$ cat config.mk
export PLATFORM = sky130hd
export DESIGN_NAME = backlight_fade_register_bank
export DESIGN_NICKNAME = d
export VERILOG_FILES = /design/src/backlight_fade_register_bank.v
export VERILOG_INCLUDE_DIRS = /design/src
export SDC_FILE = /design/constraint.sdc
export NUM_CORES = 1
export LEC_CHECK = 0
export ABC_AREA = 1
export BUFFER_PORTS_ARGS = -buffer_cell sky130_fd_sc_hd__buf_4
export CAP_MARGIN = 40
export CORE_UTILIZATION = 59
export DETAILED_ROUTE_END_ITERATION = 6
export GPL_TIMING_DRIVEN = 0
export PLACE_DENSITY = 0.9
export SETUP_SLACK_MARGIN = 0.02
export SLEW_MARGIN = 20
export SYNTH_ARGS = -nofsm -noshare
export SYNTH_HDL_FRONTEND = slang
export SYNTH_SLANG_ARGS = --single-unit
$ cat constraint.sdc
create_clock -name clk -period 6.4 [get_ports clk]
set_input_delay 1.28 -clock clk [delete_from_list [all_inputs] [get_ports clk]]
set_output_delay 1.28 -clock clk [all_outputs]
set_load 0.005 [all_outputs]
$ cat src/bl_fade_regs.vh
// constants for the backlight fade register bank
//
// Behaviour
// - reg 0x00: rate 7:6, fade 5, code 4:0
// - rate 00/01/10/11 gives 32/24/16/8 ms
// - step count equals code difference
// - fade moves applied code one per interval
// - code writes ignored while fading
// - clearing fade enable applies target at once
// - fade off: new code applies immediately
// - rate rewrite affects remaining fade steps
// - reset rate selects 32 ms interval
// - code maps to shared sink current
// - reg 0x01: four sink enables, reset clear
// - sink conducts only when enabled
// - reg 0x03: reg b 6:4, reg a 3:0
// - reg b code: off, 1.8 to 1.5 V
// - reg a code: off, 3.3 to 2.5 V
// - chip enable low holds registers at defaults
// - all sinks off enters sleep
`ifndef BL_FADE_REGS_VH
`define BL_FADE_REGS_VH

// -----------------------------------------------------------------
// register map
// -----------------------------------------------------------------
`define REG_CUR_OFS   8'h00
`define REG_SINK_OFS  8'h01
`define REG_VOLT_OFS  8'h03
`define REG_CUR_RST   8'h00
`define REG_SINK_RST  4'h0
`define REG_VOLT_RST  7'h00
`define RATE_RST      2'h0
`define CODE_RST      5'h00

// -----------------------------------------------------------------
// field positions
// -----------------------------------------------------------------
`define RATE_HI   7
`define RATE_LO   6
`define FADE_BIT  5
`define CODE_HI   4
`define CODE_LO   0
`define SINK_HI   3
`define REGB_HI   6
`define REGB_LO   4
`define REGA_HI   3

// -----------------------------------------------------------------
// serial port and timing
// -----------------------------------------------------------------
`define SLAVE_ADDR    7'h37
`define BIT_LAST      4'h8
`define TX_LAST       4'h7
`define FADE_UNIT_MS  8
`define CLK_KHZ       50000
`define UNITS_SLOW    3'h4

// -----------------------------------------------------------------
// current and voltage decode
// -----------------------------------------------------------------
`define CODE_KNEE_A   5'h17
`define CODE_KNEE_B   5'h1a
`define HALF_OFS_B    7'h16
`define HALF_OFS_C    7'h4a
`define REGA_MAX      4'h9
`define REGA_BASE     6'h22
`define REGB_MAX      3'h4
`define REGB_BASE     5'h13

`endif

$ cat src/backlight_fade_register_bank.v
// backlight fade register bank with sampled two-wire slave port
`timescale 1ns/1ps
`default_nettype none
`include "bl_fade_regs.vh"

module backlight_fade_register_bank #(
  parameter                 CYC_W            = 20,
  parameter [CYC_W-1:0]     FADE_UNIT_CYCLES = `FADE_UNIT_MS * `CLK_KHZ
) (
  // clock and reset
  input  wire               clk,
  input  wire               rst,
  // chip enable pin
  input  wire               chip_en,
  // two-wire serial pins
  input  wire               scl_in,
  input  wire               sda_in,
  output wire               sda_out,
  output wire               sda_oe_n,
  // sink control
  output wire [4:0]         sink_current_code,
  output wire [6:0]         sink_current_half_ma,
  output wire [3:0]         sink_on_bits,
  output wire               fade_busy,
  output wire               sleep_active,
  // regulator control
  output wire [3:0]         reg_a_voltage_code,
  output wire [2:0]         reg_b_voltage_code,
  output wire               reg_a_on,
  output wire [5:0]         reg_a_decivolts,
  output wire               reg_b_on,
  output wire [4:0]         reg_b_decivolts
);

  // -----------------------------------------------------------------
  // pin synchronisers
  // -----------------------------------------------------------------
  reg  [2:0] en_sync_q;
  reg  [2:0] scl_sync_q;
  reg  [2:0] sda_sync_q;

  // stage 0 is read only by stage 1; stage 2 is the previous sample
  always @(posedge clk or posedge rst) begin
    if (rst) begin
      en_sync_q  <= 3'h0;
      scl_sync_q <= 3'h7;
      sda_sync_q <= 3'h7;
    end else begin
      en_sync_q  <= {en_sync_q[1:0], chip_en};
      scl_sync_q <= {scl_sync_q[1:0], scl_in};
      sda_sync_q <= {sda_sync_q[1:0], sda_in};
    end
  end

  wire en_s     = en_sync_q[1];
  wire scl_s    = scl_sync_q[1];
  wire sda_s    = sda_sync_q[1];
  wire scl_rise = scl_s & ~scl_sync_q[2];
  wire scl_fall = ~scl_s & scl_sync_q[2];
  wire start_c  = scl_s & scl_sync_q[2] & ~sda_s & sda_sync_q[2];
  wire stop_c   = scl_s & scl_sync_q[2] & sda_s & ~sda_sync_q[2];

  // -----------------------------------------------------------------
  // serial slave engine
  // -----------------------------------------------------------------
  localparam [5:0] ST_IDLE = 6'h01;
  localparam [5:0] ST_ADDR = 6'h02;
  localparam [5:0] ST_ACK  = 6'h04;
  localparam [5:0] ST_RXB  = 6'h08;
  localparam [5:0] ST_TX   = 6'h10;
  localparam [5:0] ST_MACK = 6'h20;

  reg  [5:0] st_q;
  reg  [3:0] bit_q;
  reg  [7:0] sh_q;
  reg  [7:0] tx_q;
  reg  [7:0] ptr_q;
  reg        rw_q;
  reg        data_ph_q;
  reg        drive_q;
  reg        wr_q;
  reg  [7:0] wdat_q;
  wire [7:0] rdat;

  // byte engine: start and stop override every state
  always @(posedge clk or posedge rst) begin
    if (rst) begin
      st_q      <= ST_IDLE;
      bit_q     <= 4'h0;
      sh_q      <= 8'h00;
      tx_q      <= 8'h00;
      ptr_q     <= 8'h00;
      rw_q      <= 1'b0;
      data_ph_q <= 1'b0;
      drive_q   <= 1'b0;
      wr_q      <= 1'b0;
      wdat_q    <= 8'h00;
    end else if (!en_s) begin
      st_q      <= ST_IDLE;
      bit_q     <= 4'h0;
      ptr_q     <= 8'h00;
      drive_q   <= 1'b0;
      wr_q      <= 1'b0;
      data_ph_q <= 1'b0;
    end else begin
      wr_q <= 1'b0;
      if (start_c) begin
        st_q    <= ST_ADDR;
        bit_q   <= 4'h0;
        drive_q <= 1'b0;
      end else if (stop_c) begin
        st_q    <= ST_IDLE;
        drive_q <= 1'b0;
      end else begin
        case (st_q)
          ST_IDLE: begin
            drive_q <= 1'b0;
          end
          ST_ADDR, ST_RXB: begin
            if (scl_rise && bit_q != `BIT_LAST) begin
              sh_q  <= {sh_q[6:0], sda_s};
              bit_q <= bit_q + 4'h1;
            end else if (scl_fall && bit_q == `BIT_LAST) begin
              bit_q <= 4'h0;
              if (st_q == ST_ADDR) begin
                if (sh_q[7:1] == `SLAVE_ADDR) begin
                  rw_q      <= sh_q[0];
                  data_ph_q <= 1'b0;
                  st_q      <= ST_ACK;
                  drive_q   <= 1'b1;
                end else begin
                  st_q <= ST_IDLE;
                end
              end else begin
                // first byte after address is the pointer, the rest are data
                if (!data_ph_q) begin
                  ptr_q     <= sh_q;
                  data_ph_q <= 1'b1;
                end else begin
                  wr_q   <= 1'b1;
                  wdat_q <= sh_q;
                end
                st_q    <= ST_ACK;
                drive_q <= 1'b1;
              end
            end
          end
          ST_ACK: begin
            if (scl_fall) begin
              bit_q <= 4'h0;
              if (rw_q) begin
                st_q    <= ST_TX;
                tx_q    <= rdat;
                drive_q <= ~rdat[7];
              end else begin
                st_q    <= ST_RXB;
                drive_q <= 1'b0;
              end
            end
          end
          ST_TX: begin
            if (scl_fall) begin
              if (bit_q == `TX_LAST) begin
                st_q    <= ST_MACK;
                drive_q <= 1'b0;
              end else begin
                tx_q    <= {tx_q[6:0], 1'b0};
                drive_q <= ~tx_q[6];
                bit_q   <= bit_q + 4'h1;
              end
            end
          end
          ST_MACK: begin
            // no auto increment: an acked read repeats the same register
            if (scl_rise && sda_s) begin
              st_q <= ST_IDLE;
            end else if (scl_fall) begin
              st_q    <= ST_TX;
              bit_q   <= 4'h0;
              tx_q    <= rdat;
              drive_q <= ~rdat[7];
            end
          end
          default: begin
            st_q    <= ST_IDLE;
            drive_q <= 1'b0;
          end
        endcase
      end
    end
  end

  // open drain: only ever pulls low
  assign sda_out  = 1'b0;
  assign sda_oe_n = ~drive_q;

  // -----------------------------------------------------------------
  // registers and fade engine
  // -----------------------------------------------------------------
  localparam [CYC_W-1:0] UNIT_LAST = FADE_UNIT_CYCLES - {{(CYC_W-1){1'b0}}, 1'b1};

  reg  [1:0]       rate_q;
  reg              fade_en_q;
  reg  [4:0]       target_q;
  reg  [4:0]       applied_q;
  reg  [3:0]       sink_q;
  reg  [6:0]       volt_q;
  reg  [CYC_W-1:0] cyc_q;
  reg  [2:0]       unit_q;

  wire       fading      = fade_en_q & (applied_q != target_q);
  wire [2:0] units_need  = `UNITS_SLOW - {1'b0, rate_q};
  wire       wr_cur      = wr_q & (ptr_q == `REG_CUR_OFS);
  wire       wr_sink     = wr_q & (ptr_q == `REG_SINK_OFS);
  wire       wr_volt     = wr_q & (ptr_q == `REG_VOLT_OFS);
  wire       sleep_w     = (sink_q == `REG_SINK_RST);

  // chip enable low clears everything, same as reset
  always @(posedge clk or posedge rst) begin
    if (rst) begin
      rate_q    <= `RATE_RST;
      fade_en_q <= 1'b0;
      target_q  <= `CODE_RST;
      applied_q <= `CODE_RST;
      sink_q    <= `REG_SINK_RST;
      volt_q    <= `REG_VOLT_RST;
      cyc_q     <= {CYC_W{1'b0}};
      unit_q    <= 3'h0;
    end else if (!en_s) begin
      rate_q    <= `RATE_RST;
      fade_en_q <= 1'b0;
      target_q  <= `CODE_RST;
      applied_q <= `CODE_RST;
      sink_q    <= `REG_SINK_RST;
      volt_q    <= `REG_VOLT_RST;
      cyc_q     <= {CYC_W{1'b0}};
      unit_q    <= 3'h0;
    end else begin
      if (wr_sink) begin
        sink_q <= wdat_q[`SINK_HI:0];
      end
      if (wr_volt) begin
        volt_q <= wdat_q[`REGB_HI:0];
      end
      if (wr_cur) begin
        rate_q    <= wdat_q[`RATE_HI:`RATE_LO];
        fade_en_q <= wdat_q[`FADE_BIT];
        if (!fading) begin
          target_q <= wdat_q[`CODE_HI:`CODE_LO];
          cyc_q    <= {CYC_W{1'b0}};
          unit_q   <= 3'h0;
        end
        // the code field of a write landing mid-fade is dropped
        if (!wdat_q[`FADE_BIT]) begin
          applied_q <= fading ? target_q : wdat_q[`CODE_HI:`CODE_LO];
        end
      end else if (fading && !sleep_w) begin
        // fade stepping is gated off in sleep, so the interval count holds
        if (cyc_q == UNIT_LAST) begin
          cyc_q <= {CYC_W{1'b0}};
          if (unit_q + 3'h1 >= units_need) begin
            unit_q <= 3'h0;
            if (applied_q < target_q) begin
              applied_q <= applied_q + 5'h01;
            end else begin
              applied_q <= applied_q - 5'h01;
            end
          end else begin
            unit_q <= unit_q + 3'h1;
          end
        end else begin
          cyc_q <= cyc_q + {{(CYC_W-1){1'b0}}, 1'b1};
        end
      end
    end
  end

  // read mux, unmapped pointers read zero
  assign rdat = (ptr_q == `REG_CUR_OFS)  ? {rate_q, fade_en_q, target_q} :
                (ptr_q == `REG_SINK_OFS) ? {4'h0, sink_q} :
                (ptr_q == `REG_VOLT_OFS) ? {1'b0, volt_q} : 8'h00;

  // -----------------------------------------------------------------
  // output decode
  // -----------------------------------------------------------------
  wire [6:0] code7 = {2'b00, applied_q};
  wire [3:0] ra    = volt_q[`REGA_HI:0];
  wire [2:0] rb    = volt_q[`REGB_HI:`REGB_LO];

  // half-milliamp units: fine steps low, coarse steps high
  assign sink_current_half_ma = (applied_q <= `CODE_KNEE_A) ? code7 + 7'h01 :
                                (applied_q <= `CODE_KNEE_B) ? {code7[5:0], 1'b0} - `HALF_OFS_B :
                                {code7[4:0], 2'b00} - `HALF_OFS_C;

  assign sink_current_code  = applied_q;
  assign sink_on_bits       = sink_q;
  assign fade_busy          = fading;
  assign sleep_active       = sleep_w;
  assign reg_a_voltage_code = ra;
  assign reg_b_voltage_code = rb;
  assign reg_a_on           = (ra != 4'h0) && (ra <= `REGA_MAX);
  assign reg_a_decivolts    = reg_a_on ? `REGA_BASE - {2'b00, ra} : 6'h00;
  assign reg_b_on           = (rb != 3'h0) && (rb <= `REGB_MAX);
  assign reg_b_decivolts    = reg_b_on ? `REGB_BASE - {2'b00, rb} : 5'h00;

endmodule // backlight_fade_register_bank

`default_nettype wire

==> flow_metrics.env, run 1 <==
export IMPL_run_status="finished clean"
export IMPL_placement_rows=37
export IMPL_layout_area_seq_sq_um=2510
export IMPL_internal_power_mw=1.00
export IMPL_cts_resized_gates=0
export IMPL_start_util=0.611
export IMPL_mappedNetlistArea_sq_um=6340
export IMPL_chipWidth_microns=106
export IMPL_cts_root_buffer="sky130_fd_sc_hd__clkbuf_8"
export IMPL_max_cap_violations=0
export IMPL_layout_cells_most_common="sky130_fd_sc_hd__nand2_1"
export IMPL_floorplan_die_area_sq_um=11200
export IMPL_htree_levels=3
export IMPL_detailedRoute_firstPassIterationCount=5
export IMPL_syn2layout_area_growth_pct=11.2
export IMPL_arrival_ns=2.37
export IMPL_power_net_switching_mw=0.552
export IMPL_cts_tree="yes"
export IMPL_worst_slew_margin_rel=0.551
export IMPL_power_share_combinational=0.292
export IMPL_grt_ovfl_total=0
export IMPL_post_route_cells_drive_above_1_share=0.165
export IMPL_groute_usage_overall=0.290
export IMPL_grt_start_max_net_pins=68
export IMPL_hold_path_class="reg2reg"
export IMPL_final_cell_mix="234 x sky130_fd_sc_hd__nand2_1, 96 x sky130_fd_sc_hd__inv_1, 93 x sky130_fd_sc_hd__dfrtp_1, 92 x sky130_fd_sc_hd__nor2_1, 59 x sky130_fd_sc_hd__nand3_1"
export IMPL_antenna_found_initial=0
export IMPL_clock_path_buffers=2
export IMPL_number_of_buffers_added_by_the_clock_tree_synthesis_step=9
export IMPL_dr_total_vias=5819
export IMPL_die_height_microns=106
export IMPL_reg2regPathDepth=12
export IMPL_via_per_inst=5.59
export IMPL_fmaxAchievable_ghz=0.274
export IMPL_endpoint_kind="primary output"
export IMPL_skew_ns=0.0117
export IMPL_design_final_nets=928
export IMPL_synth_seq_cells=100
export IMPL_detail_route_antenna_nets=0
export IMPL_reg2reg_setup_slack_ns=3.75
export IMPL_report_final_setup_viol=0
export IMPL_multi_input_area_sq_um=3320
export IMPL_post_layout_util=0.680
export IMPL_rsz0062_at_grt="no"
export IMPL_post_dp_hpwl_microns=11100
export IMPL_syn_mean_instance_area_sq_um=7.50
export IMPL_global_route_wire_length_before_repair_microns=25800
export IMPL_drt_iter0_drc=470
export IMPL_leakagePower_nw=3.40
export IMPL_seq_power_share=0.450
export IMPL_final_max_slew_viols=0
export IMPL_post_drt_wl_per_cell_microns=14.4
export IMPL_post_layout_min_period_ns=3.65
export IMPL_port_buffers=42
export IMPL_syn_inst_count=845
export IMPL_drcViolationCount=0
export IMPL_irDropWorstVdd_mv=0.197
export IMPL_reg2reg_from="sink_current_code[0]"
export IMPL_design_core_area_sq_um=10400
export IMPL_synth_warnings=0
export IMPL_antenna_diode_count=0
export IMPL_r2r_end="sink_current_code[4]"
export IMPL_globalplace_congestion=0.919
export IMPL_yosys_cell_types_count=48
export IMPL_clockPowerShare=0.259
export IMPL_numClockSinks=100
export IMPL_worst_skew_pair_late_latency_ns=0.38
export IMPL_critical_path_startpoint_type="flip-flop"
export IMPL_timing_setup_tns_ns=0
export IMPL_worst_slew_pin_slew_ns=0.673
export IMPL_min_delay_path_depth=0
export IMPL_cts_hold_repair_buffers=0
export IMPL_powerDensity_nw_per_um2=221
export IMPL_routed_wl_microns=15000
export IMPL_whs_endpoint="en_sync_q[1]"
export IMPL_crit_required_ns=5.12
export IMPL_cts_clk_slew_worst_paths_ns=0.11
export IMPL_first_global_vias=5563
export IMPL_crit_fanout=8
export IMPL_crit_type="reg2out"
export IMPL_timing_hold_worst_start="en_sync_q[0]"
export IMPL_num_fill_cells=868
export IMPL_final_min_period_over_clock_period=0.570
export IMPL_cts_post_setup_buffers_inserted=0
export IMPL_sw_share=0.355
export IMPL_ios=45
export IMPL_part_of_the_yosys_area_used_for_sequential_elements=0.396
export IMPL_finalHoldViolCount=0
worst max-delay path: stages, from the launching register on:
cell	delay (ns)
sky130_fd_sc_hd__dfrtp_1	0.52
sky130_fd_sc_hd__inv_1	0.19
sky130_fd_sc_hd__ha_1	0.23
sky130_fd_sc_hd__o21ai_0	0.23
sky130_fd_sc_hd__nand2_1	0.19
sky130_fd_sc_hd__or2_2	0.31
sky130_fd_sc_hd__a31oi_1	0.16
sky130_fd_sc_hd__buf_4	0.14
metal layers:
metal / share of wire / track usage
met1: 0.44 / 0.371
met2: 0.47 / 0.477
met3: 0.063 / 0.0618
met4: 0.030 / 0.120
met5: 0 / 0
how the worst max path moves through the flow:
stage | start | to | slack [ns]
after global placement | rst | sink_current_code[0] | 1.39
after global routing | sink_current_code[0] | sink_current_half_ma[3] | 2.58
after floorplan | rst | bit_q[0] | 2.51
after detailed placement | sink_current_code[0] | sink_current_half_ma[3] | 3.16
final | sink_current_code[0] | sink_current_half_ma[3] | 2.75
after CTS | sink_current_code[0] | sink_current_half_ma[3] | 2.73
final cells by class:
class,count,area share
Clock buffer,10,0.0181
Multi-Input combinational cell,623,0.470
Timing Repair Buffer,43,0.0486
Sequential cell,100,0.356
Inverter,108,0.0586
Buffer,15,0.0153
Tap cell,136,0.0241
Clock inverter,6,0.00887
per-stage QoR:
stage / area [sq um] / std cells / worst slack [ns] / hold WS (ns) / power, mW
5_1_grt: 7050 / 1041 / 2.58 / 0.368 / 1.66
4_1_cts: 7050 / 1041 / 2.73 / 0.364 / 1.56
2_1_floorplan: 6340 / 846 / 2.51 / 0.331 / 1.03
6_report: 7050 / 1041 / 2.75 / 0.362 / 1.56
3_5_place_dp: 6860 / 1025 / 3.16 / 0.340 / 1.16
3_3_place_gp: 6830 / 1024 / 1.39 / 0.333 / 1.14
cells in the mapped netlist, drive strengths merged:
library cell / instances / area, sq um
o211a: 1 / 10.0
dfstp: 7 / 184
inv: 108 / 408
nand2: 246 / 992
o21bai: 4 / 30.0
ha: 22 / 275
a31oi: 3 / 18.8
dfrtp: 93 / 2330
nor3: 13 / 91.3
nand3: 72 / 440
nand3b: 3 / 22.5
xnor2: 2 / 17.5
nor2: 106 / 490
nand4: 14 / 87.6
or2: 4 / 25.0
conb: 1 / 3.75
fa: 1 / 20.0
a21oi: 25 / 125
and3: 1 / 6.26
o21a: 1 / 7.51
xor2: 12 / 105
o221a: 1 / 11.3
a32oi: 1 / 8.76
o22ai: 6 / 37.5
a22oi: 1 / 7.51
o211ai: 5 / 37.5
nor4: 2 / 12.5
buf: 15 / 108
o21ai: 75 / 428
power groups by stage:
stage	Combinational, mW	Clock [mW]	Sequential (mW)
floorplan	0.327	0	0.702
global placement	0.427	0	0.711
detailed placement	0.450	0	0.712
CTS	0.453	0.410	0.699
global route	0.519	0.435	0.705
finish	0.454	0.402	0.699
registers in the layout, indices dropped and copies added, names as in the netlist, 2 cells and up:
signal,cells
wdat_q,8
sh_q,8
st_q,6
volt_q,7
target_q,5
cyc_q,20
scl_sync_q,3
rate_q,2
sink_on_bits,4
bit_q,4
sink_current_code,5
tx_q,7
sda_sync_q,3
ptr_q,8
en_sync_q,2
unit_q,3
cell families (layout without fill, tap and decap cells):
family,after synthesis,count (layout),share of synthesized area
other cells,1,2,0.000592
buf+inv,123,182,0.0813
fa+ha+maj,23,23,0.0466
flops,100,100,0.396
simple gates,461,461,0.342
compound gates,123,123,0.114
xor+xnor,14,14,0.0193
(Power assumes the default switching activity.)
==> inputs of run 2 (changes only) <==
Settings changed: ABC_AREA 1 to 0, CORE_UTILIZATION 59 to 55, PLACE_DENSITY 0.9 to 0.89.
Clock period 6.4 ns to 2.9 ns, I/O delays scaled along.
==> run 2 against run 1 <==
Sequential cell count did not move. Critical path depth fell by 2. Combinational power rose by 110%. Critical endpoint is now fade_busy. Setup slack got worse by 2.7 ns. First-iteration DRC count fell by 3.4%.
==> flow_metrics.env, run 2 <==
export IMPL_critical_path_top_delay_family="flip-flops"
export IMPL_leakagePower_nw=3.19
export IMPL_power_share_combinational=0.281
export IMPL_clockPowerShare=0.272
export IMPL_endpoint_kind="primary output"
export IMPL_seq_power_share=0.448
export IMPL_crit_required_ns=2.32
export IMPL_final_design_area_no_fill_sq_um=6690
export IMPL_placed_cells_incl_taps=789
export IMPL_synth_top_cell_area_share=0.397
export IMPL_final_max_slew_viols=0
export IMPL_routed_wl_microns=13800
export IMPL_grt_ovfl_total=0
export IMPL_part_of_the_yosys_area_used_for_sequential_elements=0.429
export IMPL_top_area_cells_in_the_synthesized_netlist="sky130_fd_sc_hd__dfrtp_1 40%, sky130_fd_sc_hd__mux2i_1 5.1%, sky130_fd_sc_hd__nor2_1 5.0%, sky130_fd_sc_hd__ha_1 4.7%, sky130_fd_sc_hd__mux2_2 4.6%"
export IMPL_post_drt_wl_per_cell_microns=17.0
export IMPL_placement_rows=37
export IMPL_detailedRoute_firstPassIterationCount=7
export IMPL_run_status="finished clean"
export IMPL_yosys_cell_types_count=64
export IMPL_synth_largest_area_cell="sky130_fd_sc_hd__dfrtp_1"
export IMPL_synth_seq_cells=100
export IMPL_groute_usage_overall=0.257
export IMPL_mappedNetlistArea_sq_um=5860
export IMPL_syn2layout_area_growth_pct=14.1
export IMPL_syn_mean_instance_area_sq_um=9.65
export IMPL_antenna_diode_count=0
export IMPL_post_layout_util=0.648
export IMPL_max_cap_violations=0
export IMPL_post_layout_min_period_ns=2.82
export IMPL_start_util=0.567
export IMPL_post_route_cells_drive_above_1_share=0.208
export IMPL_worst_slew_pin_slew_ns=0.735
export IMPL_crit_fanout=9
export IMPL_timing_hold_worst_start="scl_in"
export IMPL_powerDensity_nw_per_um2=504
export IMPL_fmaxAchievable_ghz=0.354
export IMPL_finalHoldViolCount=0
export IMPL_irDropWorstVdd_mv=0.470
export IMPL_internal_power_mw=2.29
export IMPL_postPlaceCellArea_sq_um=6390
export IMPL_reg2reg_from="sink_current_code[1]"
export IMPL_die_height_microns=105
export IMPL_place_worst_setup_slack_ns=-0.267
export IMPL_syn_inst_count=607
export IMPL_cts_root_buffer="sky130_fd_sc_hd__clkbuf_8"
export IMPL_chipWidth_microns=105
export IMPL_synth_async_reset_ratio=1.00
export IMPL_crit_type="reg2out"
export IMPL_worst_skew_pair_late_latency_ns=0.38
export IMPL_first_global_vias=4746
export IMPL_report_final_setup_viol=0
export IMPL_port_buffers=42
export IMPL_synth_top_cells_by_count="93 x sky130_fd_sc_hd__dfrtp_1, 78 x sky130_fd_sc_hd__nor2_1, 42 x sky130_fd_sc_hd__nand2_1"
export IMPL_reg2reg_setup_slack_ns=0.11
export IMPL_register_name_with_the_most_flops="cyc_q"
export IMPL_synth_edff_count=0
export IMPL_critPathLaunch="sink_current_code[4]"
export IMPL_final_cell_mix="92 x sky130_fd_sc_hd__dfrtp_1, 78 x sky130_fd_sc_hd__nor2_1, 54 x sky130_fd_sc_hd__buf_4, 42 x sky130_fd_sc_hd__nand2_1, 37 x sky130_fd_sc_hd__o21ai_0"
export IMPL_critical_path_startpoint_type="flip-flop"
export IMPL_post_dp_hpwl_microns=9720
export IMPL_design_core_area_sq_um=10300
export IMPL_dr_total_vias=4962
export IMPL_via_per_inst=6.10
export IMPL_floorplan_die_area_sq_um=11100
export IMPL_numClockSinks=100
export IMPL_final_instance_count_excl_fill=814
export IMPL_worst_slew_margin_rel=0.509
export IMPL_drt_iter0_drc=454
export IMPL_ios=45
export IMPL_cts_clk_slew_worst_paths_ns=0.10
export IMPL_htree_levels=3
export IMPL_globalplace_congestion=0.888
export IMPL_ys_flop_type="sky130_fd_sc_hd__dfrtp_1"
export IMPL_drcViolationCount=0
export IMPL_critical_path_cell_sequence="ha_1, nand3_1, o21ai_2, inv_1, buf_4"
export IMPL_detail_route_antenna_nets=0
export IMPL_global_route_wire_length_before_repair_microns=22500
export IMPL_worst_path_max_delay_cell="sky130_fd_sc_hd__dfrtp_1"
export IMPL_design_final_nets=701
export IMPL_antenna_found_initial=0
export IMPL_synth_warnings=0
export IMPL_cts_tree="yes"
export IMPL_critical_path_n_buffers_inverters=2
export IMPL_final_min_period_over_clock_period=0.973
export IMPL_sw_share=0.320
export IMPL_arrival_ns=2.24
export IMPL_hold_path_class="in2reg"
export IMPL_layout_cells_most_common="sky130_fd_sc_hd__dfrtp_1"
export IMPL_synth_most_common_cell="sky130_fd_sc_hd__dfrtp_1"
export IMPL_clock_path_buffers=2
export IMPL_final_setup_worst_slack_ns=0.0782
export IMPL_grt_start_max_net_pins=36
export IMPL_power_net_switching_mw=1.08
export IMPL_largest_register_ff_count=20
export IMPL_skew_ns=0.0124
export IMPL_crit_path_max_incr_delay_ns=0.51
export IMPL_fin_worst_hold_slack_ns=0.302
export IMPL_number_of_buffers_added_by_the_clock_tree_synthesis_step=9
-- run 2: changes by cell type after synthesis, moves of 8 or more --
| cell | change |
|---|---|
| sky130_fd_sc_hd__mux2i_1 | +30 |
| sky130_fd_sc_hd__mux2_2 | +24 |
| sky130_fd_sc_hd__inv_1 | -73 |
| sky130_fd_sc_hd__nor2_1 | -14 |
| sky130_fd_sc_hd__nand4_1 | -11 |
| sky130_fd_sc_hd__o2111ai_1 | +8 |
| sky130_fd_sc_hd__nand2_1 | -192 |
| sky130_fd_sc_hd__o21ai_0 | -20 |
| sky130_fd_sc_hd__clkbuf_1 | +17 |
| sky130_fd_sc_hd__nor2b_1 | +8 |
| sky130_fd_sc_hd__nand3_1 | -37 |
| sky130_fd_sc_hd__inv_2 | -10 |
| sky130_fd_sc_hd__nand3_2 | -11 |
-- run 2: final cells by class --
type	instances	area, sq um
Buffer	28	144
Inverter	24	96.3
Tap cell	136	170
Timing Repair Buffer	54	425
Clock inverter	7	75.1
Sequential cell	100	2510
Fill cell	757	3640
Multi-Input combinational cell	456	3140
Clock buffer	9	124
-- run 2: timing repair --
item	4_1_cts	5_1_grt
hold buffers	0	0
buffers inserted	4	4
setup endpoints to repair	25	17
pin swaps	2	2
gates resized for setup	5	7
-- run 2: layer usage --
metal | vias to the layer above | wire length, microns | global-route usage
met4 | 0 | 507 | 0.122
met1 | 2388 | 5740 | 0.327
met3 | 51 | 912 | 0.0524
li1 | 2293 | - | -
met5 | - | 0 | 0
met2 | 230 | 6670 | 0.421
-- run 2: worst register-to-register path, delay by kind of cell (launching register included) --
kind / cells / cell delay (ns)
and+or+nand+nor: 2 / 0.33
buffers and inverters: 1 / 0.18
adders and majority gates: 2 / 0.64
DFF: 1 / 0.48
xor gates and xnor gates: 1 / 0.20
AOI/OAI and AO/OA: 5 / 0.89
-- run 2: power groups by stage --
stage	clock network (mW)	logic (mW)	registers (mW)
after detailed placement	0	0.795	1.54
after global placement	0	0.730	1.53
final	0.915	0.946	1.51
after floorplan	0	0.564	1.52
after CTS	0.923	0.854	1.51
after global routing	0.981	1.03	1.51
-- run 2: logic make-up (layout without fill, tap and decap cells) --
group	count (synthesis)	after routing	share of synthesized area
AO/OA/AOI/OAI	121	121	0.139
XOR/XNOR	25	25	0.0374
adder cells (fa/ha/maj)	23	23	0.0504
buffers and inverters	52	122	0.0391
flip-flops	100	100	0.429
multiplexers	58	58	0.108
other	1	2	0.000640
AND/OR/NAND/NOR	227	227	0.197
-- run 2: final timing paths --
kind	to	cells after the start
setup / recovery	fade_busy	5
hold / removal	scl_sync_q[0]	1
setup reg to reg	sink_current_code[4]	11
hold reg to reg	sda_sync_q[1]	0
max in group asynchronous	wdat_q[3]	4
min in group asynchronous	cyc_q[4]	2
-- run 2: through the flow --
| stage | power (mW) | setup TNS, ns |
|---|---|---|
| after floorplan | 2.08 | 0 |
| after global placement | 2.26 | -3.48 |
| after detailed placement | 2.33 | -3.14 |
| after CTS | 3.29 | 0 |
| after global routing | 3.52 | -0.00404 |
| final | 3.37 | 0 |
